[config.mk]
export PLATFORM = sky130hd
export DESIGN_NAME = sfl_host
export DESIGN_NICKNAME = d
export VERILOG_FILES = /design/src/sfl_pkg.sv /design/src/sfl_host.sv
export VERILOG_INCLUDE_DIRS = /design/src
export SDC_FILE = /design/constraint.sdc
export NUM_CORES = 1
export LEC_CHECK = 0
export BUFFER_PORTS_ARGS = -buffer_cell sky130_fd_sc_hd__buf_4
export CAP_MARGIN = 20
export CORE_MARGIN = 2
export CORE_UTILIZATION = 35
export CTS_CLUSTER_DIAMETER = 40
export DETAILED_ROUTE_END_ITERATION = 10
export GPL_TIMING_DRIVEN = 0
export MAX_ROUTING_LAYER = met4
export PLACE_DENSITY_LB_ADDON = 0.15
export RECOVER_POWER = 50
export SLEW_MARGIN = 20
export SYNTH_ARGS = -nofsm -noshare
export SYNTH_HDL_FRONTEND = slang
export SYNTH_SLANG_ARGS = --single-unit
[constraint.sdc]
create_clock -name i_core_clk -period 2.8 [get_ports i_core_clk]
set_input_delay 0.28 -clock i_core_clk [delete_from_list [all_inputs] [get_ports i_core_clk]]
set_output_delay 0.28 -clock i_core_clk [all_outputs]
set_load 0.005 [all_outputs]
[src/sfl_consts.svh]
`ifndef SFL_CONSTS_SVH
`define SFL_CONSTS_SVH
// ==============================
// Opcodes
`define SFL_OP_WREN 8'h06
`define SFL_OP_RD_EXT 8'hc8
`define SFL_OP_WR_EXT 8'hc5
`define SFL_OP_EN4 8'hb7
`define SFL_OP_EX4 8'he9
`define SFL_OP_READ 8'h03
`define SFL_OP_READ4 8'h13
`define SFL_OP_FAST 8'h0b
`define SFL_OP_FAST4 8'h0c
`define SFL_OP_DUAL 8'h3b
`define SFL_OP_DUAL4 8'h3c
`define SFL_OP_QUAD 8'h6b
// ==============================
// Frame bit and dummy cycle counts
`define SFL_TXN_A4 6'h28
`define SFL_TXN_A3 6'h20
`define SFL_TXN_WR 6'h10
`define SFL_TXN_OP 6'h08
`define SFL_DUMMY_CYC 4'h8
// ==============================
// Timing
`define SFL_CORE_MHZ 200
`define SFL_SLOW_READ_MHZ 50
`define SFL_SLOW_HALF ((`SFL_CORE_MHZ + 2 * `SFL_SLOW_READ_MHZ - 1) / (2 * `SFL_SLOW_READ_MHZ))
`define SFL_HALF_DEF 4
// ==============================
// Reset values
`define SFL_EXT_RST 8'h00
`define SFL_MODE_RST 1'b0
`define SFL_OE_N_RST 4'h2
`endif

[src/sfl_pkg.sv]
`include "sfl_consts.svh"
package sfl_pkg;
   typedef enum logic [4:0] {
      PH_IDLE = 5'b00001,
      PH_TX = 5'b00010,
      PH_DUMMY = 5'b00100,
      PH_RX = 5'b01000,
      PH_END = 5'b10000
   } sfl_phase_t;

   typedef enum logic [5:0] {
      SQ_IDLE = 6'b000001,
      SQ_PRE_WE = 6'b000010,
      SQ_MAIN = 6'b000100,
      SQ_CHK = 6'b001000,
      SQ_FIX_WE = 6'b010000,
      SQ_FIX_WR = 6'b100000
   } sfl_seq_t;

   typedef struct packed {
      logic known;
      logic has_addr;
      logic force32;
      logic has_wr;
      logic dummy;
      logic [2:0] lanes;
      logic slow;
   } sfl_dec_t;

   function automatic sfl_dec_t sfl_decode(input logic [7:0] op);
      sfl_dec_t d;
      d = '0;
      d.known = 1'b1;
      case (op)
         `SFL_OP_WREN, `SFL_OP_EN4, `SFL_OP_EX4: d.known = 1'b1;
         `SFL_OP_WR_EXT: d.has_wr = 1'b1;
         `SFL_OP_RD_EXT: d.lanes = 3'h1;
         `SFL_OP_READ, `SFL_OP_READ4: begin
            d.has_addr = 1'b1;
            d.force32 = (op == `SFL_OP_READ4);
            d.lanes = 3'h1;
            d.slow = 1'b1;
         end
         `SFL_OP_FAST, `SFL_OP_FAST4: begin
            d.has_addr = 1'b1;
            d.force32 = (op == `SFL_OP_FAST4);
            d.dummy = 1'b1;
            d.lanes = 3'h1;
         end
         `SFL_OP_DUAL, `SFL_OP_DUAL4: begin
            d.has_addr = 1'b1;
            d.force32 = (op == `SFL_OP_DUAL4);
            d.dummy = 1'b1;
            d.lanes = 3'h2;
         end
         `SFL_OP_QUAD: begin
            d.has_addr = 1'b1;
            d.dummy = 1'b1;
            d.lanes = 3'h4;
         end
         default: d.known = 1'b0;
      endcase
      return d;
   endfunction
endpackage

[src/sfl_host.sv]
`timescale 1ns/1ps
`default_nettype none
`include "sfl_consts.svh"
module sfl_host
   import sfl_pkg::*;
#(
   parameter int P_HALF = `SFL_HALF_DEF,
   parameter int P_LEN_W = 16
) (
   input wire logic i_core_clk, // Core clock
   input wire logic i_rst, // Sync reset, high
   input wire logic i_cmd_valid, // Command request
   input wire logic [7:0] i_cmd_opcode, // Flash opcode
   input wire logic [31:0] i_cmd_addr, // Array address
   input wire logic [7:0] i_cmd_wdata, // Upper byte to write
   input wire logic [P_LEN_W-1:0] i_cmd_len, // Bytes to read
   output logic o_cmd_ready, // Idle, takes command
   output logic o_busy, // Sequence running
   output logic o_rd_valid, // Read byte strobe
   output logic [7:0] o_rd_data, // Read byte
   output logic o_addr_mode32, // Host view of size flag
   output logic o_sck, // Serial clock
   output logic o_cs_n, // Chip select, low active
   output logic [3:0] o_io_out, // Lane drive values
   output logic [3:0] o_io_oe_n, // Lane enables, low drives
   input wire logic [3:0] i_io_in // Lane pin levels
);
   localparam int LP_SLOW_HALF = `SFL_SLOW_HALF;
   localparam int LP_HALF_SLOW = (P_HALF > LP_SLOW_HALF) ? P_HALF : LP_SLOW_HALF;

   function automatic logic [3:0] sfl_slots(input logic [2:0] l);
      case (l)
         3'h2: return 4'h4;
         3'h4: return 4'h2;
         default: return 4'h8;
      endcase
   endfunction

   // ==============================
   // Pin input synchroniser
   logic [3:0] io_s1_ff, io_s2_ff, io_s3_ff, io_q_ff, io_q_nxt;
   assign io_q_nxt = (io_s2_ff & io_s3_ff) | (io_q_ff & (io_s2_ff | io_s3_ff));
   always_ff @(posedge i_core_clk) begin
      if (i_rst) begin
         io_s1_ff <= 4'h0;
         io_s2_ff <= 4'h0;
         io_s3_ff <= 4'h0;
         io_q_ff <= 4'h0;
      end else begin
         io_s1_ff <= i_io_in;
         io_s2_ff <= io_s1_ff;
         io_s3_ff <= io_s2_ff;
         io_q_ff <= io_q_nxt;
      end
   end

   // ==============================
   // Registers
   sfl_seq_t seq_ff;
   sfl_phase_t ph_ff;
   logic issued_ff, mode32_ff, done_ff, rd_valid_ff;
   logic [7:0] op_ff, wdata_ff, ext_user_ff, fop_ff, rd_data_ff, rx_sr_ff;
   logic [31:0] addr_ff;
   logic [P_LEN_W-1:0] len_ff, rlen_ff;
   logic sck_ff, cs_n_ff, dummy_ff;
   logic [47:0] tx_sr_ff;
   logic [5:0] cnt_ff;
   logic [2:0] lanes_ff;
   logic [3:0] bitc_ff, oe_n_ff;
   logic [7:0] half_ff, hcnt_ff;

   // ==============================
   // Frame descriptor
   logic [7:0] fr_op, fr_wd;
   sfl_dec_t fr_dec, cmd_dec;
   logic [47:0] fr_tx;
   logic [5:0] fr_txn;
   logic [P_LEN_W-1:0] fr_len;
   logic req_go;
   logic [7:0] nxt_rx;

   assign cmd_dec = sfl_decode(i_cmd_opcode);
   assign req_go = (seq_ff != SQ_IDLE) && !issued_ff && (ph_ff == PH_IDLE);

   always_comb begin
      fr_op = op_ff;
      fr_wd = wdata_ff;
      case (seq_ff)
         SQ_PRE_WE, SQ_FIX_WE: fr_op = `SFL_OP_WREN;
         SQ_CHK: fr_op = `SFL_OP_RD_EXT;
         SQ_FIX_WR: begin
            fr_op = `SFL_OP_WR_EXT;
            fr_wd = ext_user_ff;
         end
         default: fr_op = op_ff;
      endcase
      fr_dec = sfl_decode(fr_op);
      fr_len = (seq_ff == SQ_MAIN) ? len_ff : P_LEN_W'(1);
      if (fr_dec.has_addr && (mode32_ff || fr_dec.force32)) begin
         fr_tx = {fr_op, addr_ff, 8'h00};
         fr_txn = `SFL_TXN_A4;
      end else if (fr_dec.has_addr) begin
         fr_tx = {fr_op, addr_ff[23:0], 16'h0000};
         fr_txn = `SFL_TXN_A3;
      end else if (fr_dec.has_wr) begin
         fr_tx = {fr_op, fr_wd, 32'h0000_0000};
         fr_txn = `SFL_TXN_WR;
      end else begin
         fr_tx = {fr_op, 40'h00_0000_0000};
         fr_txn = `SFL_TXN_OP;
      end
   end

   // Upper nibble first on quad, lane 1 first on dual
   always_comb begin
      case (lanes_ff)
         3'h2: nxt_rx = {rx_sr_ff[5:0], io_q_nxt[1], io_q_nxt[0]};
         3'h4: nxt_rx = {rx_sr_ff[3:0], io_q_nxt};
         default: nxt_rx = {rx_sr_ff[6:0], io_q_nxt[1]};
      endcase
   end

   // ==============================
   // Command sequencer
   always_ff @(posedge i_core_clk) begin
      if (i_rst) begin
         seq_ff <= SQ_IDLE;
         issued_ff <= 1'b0;
         op_ff <= 8'h00;
         addr_ff <= 32'h0000_0000;
         wdata_ff <= 8'h00;
         len_ff <= '0;
         ext_user_ff <= `SFL_EXT_RST;
         mode32_ff <= `SFL_MODE_RST;
      end else begin
         case (seq_ff)
            SQ_IDLE: begin
               if (i_cmd_valid && cmd_dec.known) begin
                  op_ff <= i_cmd_opcode;
                  addr_ff <= i_cmd_addr;
                  wdata_ff <= i_cmd_wdata;
                  len_ff <= (i_cmd_len == '0) ? P_LEN_W'(1) : i_cmd_len;
                  if (i_cmd_opcode == `SFL_OP_WR_EXT) begin
                     ext_user_ff <= i_cmd_wdata;
                     seq_ff <= SQ_PRE_WE;
                  end else begin
                     seq_ff <= SQ_MAIN;
                  end
               end
            end
            default: begin
               if (req_go) begin
                  issued_ff <= 1'b1;
               end
               if (done_ff) begin
                  issued_ff <= 1'b0;
                  case (seq_ff)
                     SQ_PRE_WE: seq_ff <= SQ_MAIN;
                     SQ_MAIN: begin
                        if (op_ff == `SFL_OP_EN4) begin
                           mode32_ff <= 1'b1;
                        end
                        if (op_ff == `SFL_OP_EX4) begin
                           mode32_ff <= 1'b0;
                           seq_ff <= SQ_CHK;
                        end else begin
                           seq_ff <= SQ_IDLE;
                        end
                     end
                     SQ_CHK: seq_ff <= (rd_data_ff != ext_user_ff) ? SQ_FIX_WE : SQ_IDLE;
                     SQ_FIX_WE: seq_ff <= SQ_FIX_WR;
                     default: seq_ff <= SQ_IDLE;
                  endcase
               end
            end
         endcase
      end
   end

   // ==============================
   // Serial frame engine
   always_ff @(posedge i_core_clk) begin
      rd_valid_ff <= 1'b0;
      done_ff <= 1'b0;
      if (i_rst) begin
         ph_ff <= PH_IDLE;
         sck_ff <= 1'b0;
         cs_n_ff <= 1'b1;
         tx_sr_ff <= '0;
         cnt_ff <= 6'h00;
         dummy_ff <= 1'b0;
         lanes_ff <= 3'h0;
         rlen_ff <= '0;
         bitc_ff <= 4'h0;
         rx_sr_ff <= 8'h00;
         rd_data_ff <= 8'h00;
         oe_n_ff <= `SFL_OE_N_RST;
         half_ff <= 8'h00;
         hcnt_ff <= 8'h00;
         fop_ff <= 8'h00;
      end else begin
         case (ph_ff)
            PH_IDLE: begin
               if (req_go) begin
                  ph_ff <= PH_TX;
                  cs_n_ff <= 1'b0;
                  sck_ff <= 1'b0;
                  tx_sr_ff <= fr_tx;
                  cnt_ff <= fr_txn;
                  dummy_ff <= fr_dec.dummy;
                  lanes_ff <= fr_dec.lanes;
                  rlen_ff <= fr_len;
                  fop_ff <= fr_op;
                  oe_n_ff <= {{2{fr_dec.lanes == 3'h4}}, 2'b10};
                  half_ff <= fr_dec.slow ? 8'(LP_HALF_SLOW) : 8'(P_HALF);
                  hcnt_ff <= fr_dec.slow ? 8'(LP_HALF_SLOW - 1) : 8'(P_HALF - 1);
               end
            end
            default: begin
               // Release one cycle after the last address rise, clear of the sample
               if (ph_ff == PH_DUMMY || ph_ff == PH_RX) begin
                  oe_n_ff[0] <= 1'b1;
               end
               if (hcnt_ff != 8'h00) begin
                  hcnt_ff <= hcnt_ff - 8'h01;
               end else begin
                  hcnt_ff <= half_ff - 8'h01;
                  if (ph_ff == PH_END && !sck_ff) begin
                     if (!cs_n_ff) begin
                        cs_n_ff <= 1'b1;
                     end else begin
                        ph_ff <= PH_IDLE;
                        done_ff <= 1'b1;
                        oe_n_ff <= `SFL_OE_N_RST;
                     end
                  end else if (sck_ff) begin
                     sck_ff <= 1'b0;
                     if (ph_ff == PH_TX) begin
                        tx_sr_ff <= {tx_sr_ff[46:0], 1'b0};
                     end
                  end else begin
                     sck_ff <= 1'b1;
                     case (ph_ff)
                        PH_TX: begin
                           if (cnt_ff == 6'h01) begin
                              if (dummy_ff) begin
                                 ph_ff <= PH_DUMMY;
                                 cnt_ff <= {2'b00, `SFL_DUMMY_CYC};
                              end else if (lanes_ff != 3'h0) begin
                                 ph_ff <= PH_RX;
                                 bitc_ff <= sfl_slots(lanes_ff);
                              end else begin
                                 ph_ff <= PH_END;
                              end
                           end else begin
                              cnt_ff <= cnt_ff - 6'h01;
                           end
                        end
                        PH_DUMMY: begin
                           if (cnt_ff == 6'h01) begin
                              ph_ff <= PH_RX;
                              bitc_ff <= sfl_slots(lanes_ff);
                           end else begin
                              cnt_ff <= cnt_ff - 6'h01;
                           end
                        end
                        PH_RX: begin
                           rx_sr_ff <= nxt_rx;
                           if (bitc_ff == 4'h1) begin
                              rd_data_ff <= nxt_rx;
                              rd_valid_ff <= 1'b1;
                              bitc_ff <= sfl_slots(lanes_ff);
                              if (rlen_ff == P_LEN_W'(1)) begin
                                 ph_ff <= PH_END;
                              end else begin
                                 rlen_ff <= rlen_ff - P_LEN_W'(1);
                              end
                           end else begin
                              bitc_ff <= bitc_ff - 4'h1;
                           end
                        end
                        default: sck_ff <= 1'b1;
                     endcase
                  end
               end
            end
         endcase
      end
   end

   // ==============================
   // Outputs
   assign o_cmd_ready = (seq_ff == SQ_IDLE);
   assign o_busy = (seq_ff != SQ_IDLE);
   assign o_rd_valid = rd_valid_ff && (seq_ff == SQ_MAIN);
   assign o_rd_data = rd_data_ff;
   assign o_addr_mode32 = mode32_ff;
   assign o_sck = sck_ff;
   assign o_cs_n = cs_n_ff;
   assign o_io_out = {2'b11, 1'b0, tx_sr_ff[47]};
   assign o_io_oe_n = oe_n_ff;

   // ==============================
   // Checks
   logic [5:0] tx_rises_ff, fop_txn;
   logic [3:0] d_rises_ff;
   sfl_dec_t fop_dec;
   assign fop_dec = sfl_decode(fop_ff);
   assign fop_txn = !fop_dec.has_addr ? (fop_dec.has_wr ? `SFL_TXN_WR : `SFL_TXN_OP)
      : ((mode32_ff || fop_dec.force32) ? `SFL_TXN_A4 : `SFL_TXN_A3);

   always_ff @(posedge i_core_clk) begin
      if (i_rst || ph_ff == PH_IDLE) begin
         tx_rises_ff <= 6'h00;
         d_rises_ff <= 4'h0;
      end else if (hcnt_ff == 8'h00 && !sck_ff && ph_ff != PH_END) begin
         if (ph_ff == PH_TX) begin
            tx_rises_ff <= tx_rises_ff + 6'h01;
         end
         if (ph_ff == PH_DUMMY) begin
            d_rises_ff <= d_rises_ff + 4'h1;
         end
      end
   end

   a_wren_first: assert property (@(posedge i_core_clk) disable iff (i_rst)
      (req_go && fr_op == `SFL_OP_WR_EXT) |-> (fop_ff == `SFL_OP_WREN))
      else $error("upper byte write not preceded by write enable");
   a_addr_width: assert property (@(posedge i_core_clk) disable iff (i_rst)
      (ph_ff == PH_TX) ##1 (ph_ff != PH_TX) |-> (tx_rises_ff == fop_txn))
      else $error("wrong number of opcode and address bits");
   a_dummy_eight: assert property (@(posedge i_core_clk) disable iff (i_rst)
      ($rose(ph_ff == PH_RX) && dummy_ff) |-> (d_rises_ff == `SFL_DUMMY_CYC))
      else $error("dummy cycle count is not eight");
   a_slow_read: assert property (@(posedge i_core_clk) disable iff (i_rst)
      (ph_ff != PH_IDLE && fop_dec.slow) |-> (half_ff >= 8'(LP_HALF_SLOW)))
      else $error("basic read clock too fast");
   a_lane0_free: assert property (@(posedge i_core_clk) disable iff (i_rst)
      ((ph_ff == PH_RX || ph_ff == PH_DUMMY) && !o_sck) |-> o_io_oe_n[0])
      else $error("lane 0 driven during data output");
   a_quad_free: assert property (@(posedge i_core_clk) disable iff (i_rst)
      (ph_ff != PH_IDLE && lanes_ff == 3'h4 && ph_ff != PH_TX && !o_sck) |-> (o_io_oe_n == 4'hf))
      else $error("host drives a lane in quad read");
   a_enter_wide: assert property (@(posedge i_core_clk) disable iff (i_rst)
      (done_ff && fop_ff == `SFL_OP_EN4) |=> o_addr_mode32)
      else $error("32-bit mode not tracked after enter");
   a_exit_check: assert property (@(posedge i_core_clk) disable iff (i_rst)
      (done_ff && fop_ff == `SFL_OP_EX4) |=> (!o_addr_mode32 && seq_ff == SQ_CHK) ##[1:3] (ph_ff == PH_TX))
      else $error("no readback frame after leaving 32-bit mode");
   a_fix_rewrite: assert property (@(posedge i_core_clk) disable iff (i_rst)
      (done_ff && seq_ff == SQ_CHK && rd_data_ff != ext_user_ff) |=> (seq_ff == SQ_FIX_WE))
      else $error("stale upper byte not rewritten");
   a_nibble_order: assert property (@(posedge i_core_clk) disable iff (i_rst)
      (rd_valid_ff && lanes_ff == 3'h4) |-> (rd_data_ff[3:0] == io_q_ff))
      else $error("quad low nibble misplaced");
endmodule
`default_nettype wire

==> flow_summary_export.csv, run 1 <==
group,metric,value,unit
route,viasPerCell,5.56,
route,firstDrtPassIters,5,
worst_setup_path,worstPathRequired,3.15,ns
worst_setup_path,slowest_stage,"or3_1",
route,ant_nets,0,
timing,finalCritPeriodShare,100,%
worst_setup_path,worst-path-buf-inv,2,
timing,rsz0062_at_grt,"yes",
place,dp_hpwl,24000,µm
job,drv_cap,0,
power_and_ir_drop,p_per_area,867,mW/mm²
outcome,run_status,"complete, but fails checks",
power_and_ir_drop,power_switching,4.02,mW
route,routedWlPerCell,18.8,µm
logic_synthesis,yosysUniqueCellTypes,75,
grt,track_usage,22.5,%
route,drt-total-wl,33200,µm
die,start_util,35.8,%
clock_tree,root_buffer,"clkbuf_16",
outcome,violations,"setup timing",
grt,grt_max_degree,13,
worst_setup_path,critPathLaunchType,"flop",
logic_synthesis,syn_area_per_cell,8.30,µm²
route,drt_iter0_drc,815,
clock_tree,cts_buffers,34,
logic_synthesis,yosys_warnings,0,
logic_synthesis,synth-seq-area-share,40.4,%
die,fp.dieH,173,µm
clock_tree,htreeDepth,2,
layout,drive_above_1_share,20.0,%
grt,antenna_found_initial,0,
clock_tree,cts.path.max_buffers,3,
power_and_ir_drop,ir_drop,451,µV
timing,layout_min_cycle_time,2.80,ns
logic_synthesis,synth_flop_cell,"dfxtp_1",
timing,fmax,357,MHz
grt,grt_pass1_vias,9343,
route,drcViolationCount,0,
place,post-place-ws,-0.627,ns
die,coreArea,0.0280,mm²
worst_setup_path,crit_top_cell,"a21oi_1",
grt,grt_overflow,0,
timing,hold_viol_final,0,
place,gp_congestion,0.901,
timing,drv_slew,0,
clock_tree,cts_tree,"built",
timing,setup_viol,2,
worst_setup_path,crit_family,"compound AO/OA/AOI/OAI gates",
power_and_ir_drop,seq_power_share,31.4,%
logic_synthesis,syn_area,0.0100,mm²
layout,syn_to_final_growth,30.3,%
power_and_ir_drop,intPower,7.29,mW
route,vias,9850,
layout,diodes,0,
die,row_count,61,
worst_hold_path,hp-class,"in2reg",
clock_tree,cts.sinks,202,
timing,worst_slack,-0.00443,ns
layout,nets,1446,
timing,fin_worst_skew,0.0218,ns
clock_tree,clk_latency,0.51,ns
worst_setup_path,worst-setup-path-type,"reg2reg",
die,die-area,0.0300,mm²
logic_synthesis,synth_edf_count,0,
clock_tree,clk_transition_reported_paths,0.06,ns
place,port_buffers,88,
die,pin_count,93,
timing,whs,0.00827,ns
timing,tightest_slew,0.992,ns
worst_setup_path,critPathMaxFanout,10,
grt,grt_first_pass_wirelength,52500,µm
power_and_ir_drop,p_sw_share,35.5,%
power_and_ir_drop,p_leak,5.20,nW
worst_setup_path,crit_chain,"or3_1, or2_2, clkbuf_1, o31a_1, a211oi_1, clkbuf_2, o21ai_0, a21oi_1, a21oi_1",
worst_setup_path,worstPathArrival,3.15,ns
logic_synthesis,synth_cells,1207,
worst_setup_path,end_kind,"flop",
worst_setup_path,rrSetupSlack,-0.004,ns
timing,slew_headroom,33.9,%
logic_synthesis,ys_async_sr_fraction,0,%
power_and_ir_drop,comb_power_share,29.8,%
logic_synthesis,ys_ff_latch,202,
die,die_width,173,µm
power_and_ir_drop,clkPwrFrac,38.8,%
worst_setup_path,slowest_delay,0.43,ns
==> power groups by stage <==
stage / combinational [mW] / sequential, mW / clock [mW]
after floorplan: 2.25 / 3.52 / 0
after global placement: 3.17 / 3.59 / 0
after detailed placement: 3.18 / 3.59 / 0
after CTS: 3.26 / 3.54 / 4.45
after global routing: 3.74 / 3.60 / 4.59
final: 3.38 / 3.55 / 4.38
==> cells by family after synthesis <==
kind of cell	Yosys count	synth area share, %
compound gates	329	22.0
xor+xnor	15	1.39
flops	202	40.4
simple gates	453	21.5
fa+ha+maj	11	1.27
buf+inv	109	4.72
other cells	2	0.0750
mux	86	8.72
==> flip-flops by register name (all words and copies together) (netlist names), 5 cells and up <==
signal	flops
addr_ff	32
cnt_ff	6
ext_user_ff	8
hcnt_ff	8
len_ff	16
o_rd_data	8
op_ff	8
ph_ff	5
rlen_ff	16
rx_sr_ff	7
seq_ff	6
tx_sr_ff	40
wdata_ff	8
==> synthesized netlist by cell type, drive strengths merged, types with 12 or more instances <==
library cell	number	area, µm²
a211o	17	149
a211oi	39	298
a21oi	97	485
buf	32	184
clkbuf	58	218
dfxtp	202	4040
inv	18	67.6
mux2i	86	873
nand2	68	255
nand2b	12	75.1
nand3	35	175
nand4	22	138
nor2	202	758
nor2b	18	113
nor3	33	170
o211ai	16	125
o21ai	56	280
==> area by class of cell <==
cell class	count	area [µm²]
inverters	19	72.6
clock buffers	41	961
multi-input cells	897	5790
well taps	378	473
repair buffers	127	997
fillers	2825	15000
plain buffers	87	470
clock inverters	21	244
flip-flops and latches	202	4050
==> cell usage in the layout, fill, tap and decap left out, drive strengths merged, types with 10 or more instances in the layout <==
cell type	n
mux2i	86
inv	23
o22ai	11
clkbuf	122
a22oi	11
o21ai	56
nor3	33
o211ai	16
nor4	11
a211o	17
nor2	202
nand4	22
a211oi	39
buf	116
dlygate4sd3	17
clkinv	10
dfxtp	202
nor2b	18
nand3	35
nand2b	12
a311oi	11
a21oi	97
nand2	68
==> path summary, 6_finish.rpt <==
path | start | to | cells after the start
worst max-delay path | ph_ff[1]$_SDFFE_PP0P_ | cnt_ff[5]$_SDFFE_PP0P_ | 9
worst min-delay path | i_cmd_addr[19] | addr_ff[19]$_SDFFE_PP0P_ | 3
worst max register to register | ph_ff[1]$_SDFFE_PP0P_ | cnt_ff[5]$_SDFFE_PP0P_ | 9
worst min register to register | io_s1_ff[1]$_SDFF_PP0_ | io_s2_ff[1]$_SDFF_PP0_ | 1
==> worst reg2reg max path, stage by stage (launching register included) <==
cell and delay [ns]:
dfxtp_1 0.35, or3_1 0.44, or2_2 0.31, clkbuf_1 0.18
o31a_1 0.34, a211oi_1 0.41, clkbuf_2 0.29, o21ai_0 0.12
a21oi_1 0.15, a21oi_1 0.08
==> metrics by stage <==
step | instance area, µm² | total power, mW | cells | setup TNS (ns) | utilization (%)
2_1_floorplan | 10000 | 5.77 | 1208 | 0 | -
5_1_grt | 13100 | 11.9 | 1772 | -2.38 | 46.6
6_report | 13100 | 11.3 | 1772 | -0.00525 | 46.6
3_5_place_dp | 11200 | 6.77 | 1674 | -52.85 | 39.8
4_1_cts | 12700 | 11.3 | 1759 | 0 | 45.4
3_3_place_gp | 11200 | 6.75 | 1674 | -54.53 | 39.8
==> per-layer routing <==
metal	vias up	share of wire, %	global-route usage (%)
met5	-	0	-
met4	0	3.3	7.98
met2	322	46	35.3
met3	80	5.4	3.23
li1	4724	-	-
met1	4724	46	29.5
==> timing repair <==
action	4_1_cts	5_1_grt
hold buffers	17	0
buffers inserted	6	14
endpoints found under the hold margin	17	0
pin swaps	8	15
endpoints found under the setup margin	128	103
resized for setup	40	76
cloned	1	1
No activity file was read; power rests on OpenSTA's default activity.
==> run 2, diff against run 1 <==
--- a/config.mk
+++ b/config.mk
@@ -12,7 +12,6 @@
 export CORE_UTILIZATION = 35
 export CTS_CLUSTER_DIAMETER = 40
 export DETAILED_ROUTE_END_ITERATION = 10
-export GPL_TIMING_DRIVEN = 0
 export MAX_ROUTING_LAYER = met4
 export PLACE_DENSITY_LB_ADDON = 0.15
 export RECOVER_POWER = 50
==> run 2 against run 1 <==
Compared with the run above: the run now ends clean; via count fell by 4.9%; power rose by 1.6%; clock skew fell by 0.012 ns.
==> flow_summary_export.csv, run 2 (same netlist as run 1, synthesis figures left out) <==
group,metric,value,unit
timing,fin_worst_skew,0.00961,ns
layout,largest_reg_flops,40,
worst_setup_path,critPathLaunchType,"flop",
layout,final_cells,1744,
layout,mostFrequentLayoutCell,"nor2_1",
worst_setup_path,worst-setup-path-type,"reg2reg",
clock_tree,cts.sinks,202,
grt,grt_first_pass_wirelength,46900,µm
clock_tree,cts_tree,"built",
place,placed_area,0.0113,mm²
clock_tree,clk_transition_reported_paths,0.05,ns
route,firstDrtPassIters,5,
power_and_ir_drop,p_leak,5.23,nW
power_and_ir_drop,power_switching,3.78,mW
timing,slew_headroom,40.3,%
grt,grt_overflow,0,
worst_setup_path,worstPathArrival,3.09,ns
grt,grt_max_degree,111,
place,gp_congestion,0.870,
route,vias,9370,
route,drcViolationCount,0,
layout,fin_util,46.3,%
die,pin_count,93,
die,row_count,61,
place,dp_hpwl,19400,µm
clock_tree,htreeDepth,2,
die,start_util,35.8,%
timing,hold_viol_final,0,
die,fp.dieH,173,µm
timing,rsz0062_at_grt,"no",
power_and_ir_drop,seq_power_share,30.8,%
job,drv_cap,0,
route,ant_nets,0,
power_and_ir_drop,p_sw_share,32.9,%
worst_setup_path,critPathMaxFanout,6,
clock_tree,cts_buffers,36,
route,drt-total-wl,28900,µm
layout,largestRegisters,"tx_sr_ff x40, addr_ff x32",
place,post-place-ws,-0.0704,ns
worst_setup_path,worstPathRequired,3.24,ns
die,die-area,0.0300,mm²
layout,largest_register,"tx_sr_ff",
worst_setup_path,end_kind,"flop",
power_and_ir_drop,comb_power_share,27.7,%
layout,final_cell_mix,"201 x nor2_1, 197 x dfxtp_1, 123 x buf_4",
grt,antenna_found_initial,0,
power_and_ir_drop,p_per_area,887,mW/mm²
layout,drive_above_1_share,18.1,%
timing,setup_tns,0,ns
grt,track_usage,19.3,%
power_and_ir_drop,clkPwrFrac,41.4,%
layout,diodes,0,
timing,setup_viol,0,
power_and_ir_drop,totalPowerFinal,11.5,mW
route,routedWlPerCell,16.5,µm
route,viasPerCell,5.37,
power_and_ir_drop,ir_drop,533,µV
timing,tightest_slew,0.895,ns
timing,worst_slack,0.157,ns
layout,design_area,0.0130,mm²
place,place_inst,1647,
clock_tree,cts.path.max_buffers,3,
power_and_ir_drop,intPower,7.72,mW
grt,grt_pass1_vias,8853,
layout,nets,1416,
die,coreArea,0.0280,mm²
route,drt_iter0_drc,601,
timing,whs,0.0134,ns
timing,drv_slew,0,
timing,layout_min_cycle_time,2.64,ns
clock_tree,root_buffer,"clkbuf_16",
layout,syn_to_final_growth,29.4,%
die,die_width,173,µm
timing,finalCritPeriodShare,94.4,%
worst_hold_path,hp-class,"in2reg",
place,port_buffers,89,
outcome,run_status,"complete, no violations",
clock_tree,clk_latency,0.51,ns
timing,fmax,378,MHz
==> run 2: cell count changes in the layout (fill, tap and decap cells not counted), sizes merged, moves of 2 or more <==
cell         previous run  this run
bufinv                  4         7
dlygate4sd3            17        26
clkbuf                122        68
buf                   116       131
clkinv                 10         8
==> run 2: repair_timing <==
item,CTS,global route
endpoints found under the setup margin,14,35
resized for setup,1,11
gates cloned,0,1
hold buffers,26,0
hold endpoints to repair,26,0
pin swaps,0,3
buffers inserted,0,4
==> run 2: worst max-delay path: stages (launching register included) <==
cell and delay (ns):
dfxtp_2 0.36, xor2_2 0.20, o211a_1 0.26, or4_4 0.56, a211o_1 0.32, o211a_1 0.22, or4_1 0.52, a21oi_1 0.14
==> run 2: worst paths after layout <==
| kind | slack (ns) | from | depth (start not counted) | endpoint |
|---|---|---|---|---|
| max | 0.16 | seq_ff[1]$_SDFFE_PP0P_ | 7 | tx_sr_ff[8]$_SDFFE_PP0P_ |
| min | 0.01 | i_cmd_addr[31] | 3 | addr_ff[31]$_SDFFE_PP0P_ |
| max reg2reg | 0.16 | seq_ff[1]$_SDFFE_PP0P_ | 7 | tx_sr_ff[8]$_SDFFE_PP0P_ |
| min reg2reg | 0.43 | io_s1_ff[3]$_SDFF_PP0_ | 1 | io_s2_ff[3]$_SDFF_PP0_ |
==> run 2: area by class of cell <==
class | instances | area (µm²)
flip-flops and latches | 202 | 4050
repair buffers | 181 | 1470
well taps | 378 | 473
clock buffers | 44 | 1000
fillers | 2828 | 15100
clock inverters | 22 | 320
multi-input cells | 898 | 5570
inverters | 19 | 71.3
==> run 2: power by group through the flow <==
stage	sequential, mW	clock (mW)	combinational [mW]
after global routing	3.59	5.01	3.59
after floorplan	3.52	0	2.25
after detailed placement	3.59	0	3.16
after global placement	3.59	0	3.14
final	3.55	4.77	3.19
after CTS	3.54	4.86	3.19
==> run 2: routing by layer <==
metal / up-vias / GRT usage, % / routed length (µm)
met5: - / - / 0
met4: 0 / 5.54 / 565
met3: 46 / 2.79 / 1240
met2: 214 / 30.3 / 13100
met1: 4431 / 25.8 / 13900
li1: 4679 / - / -
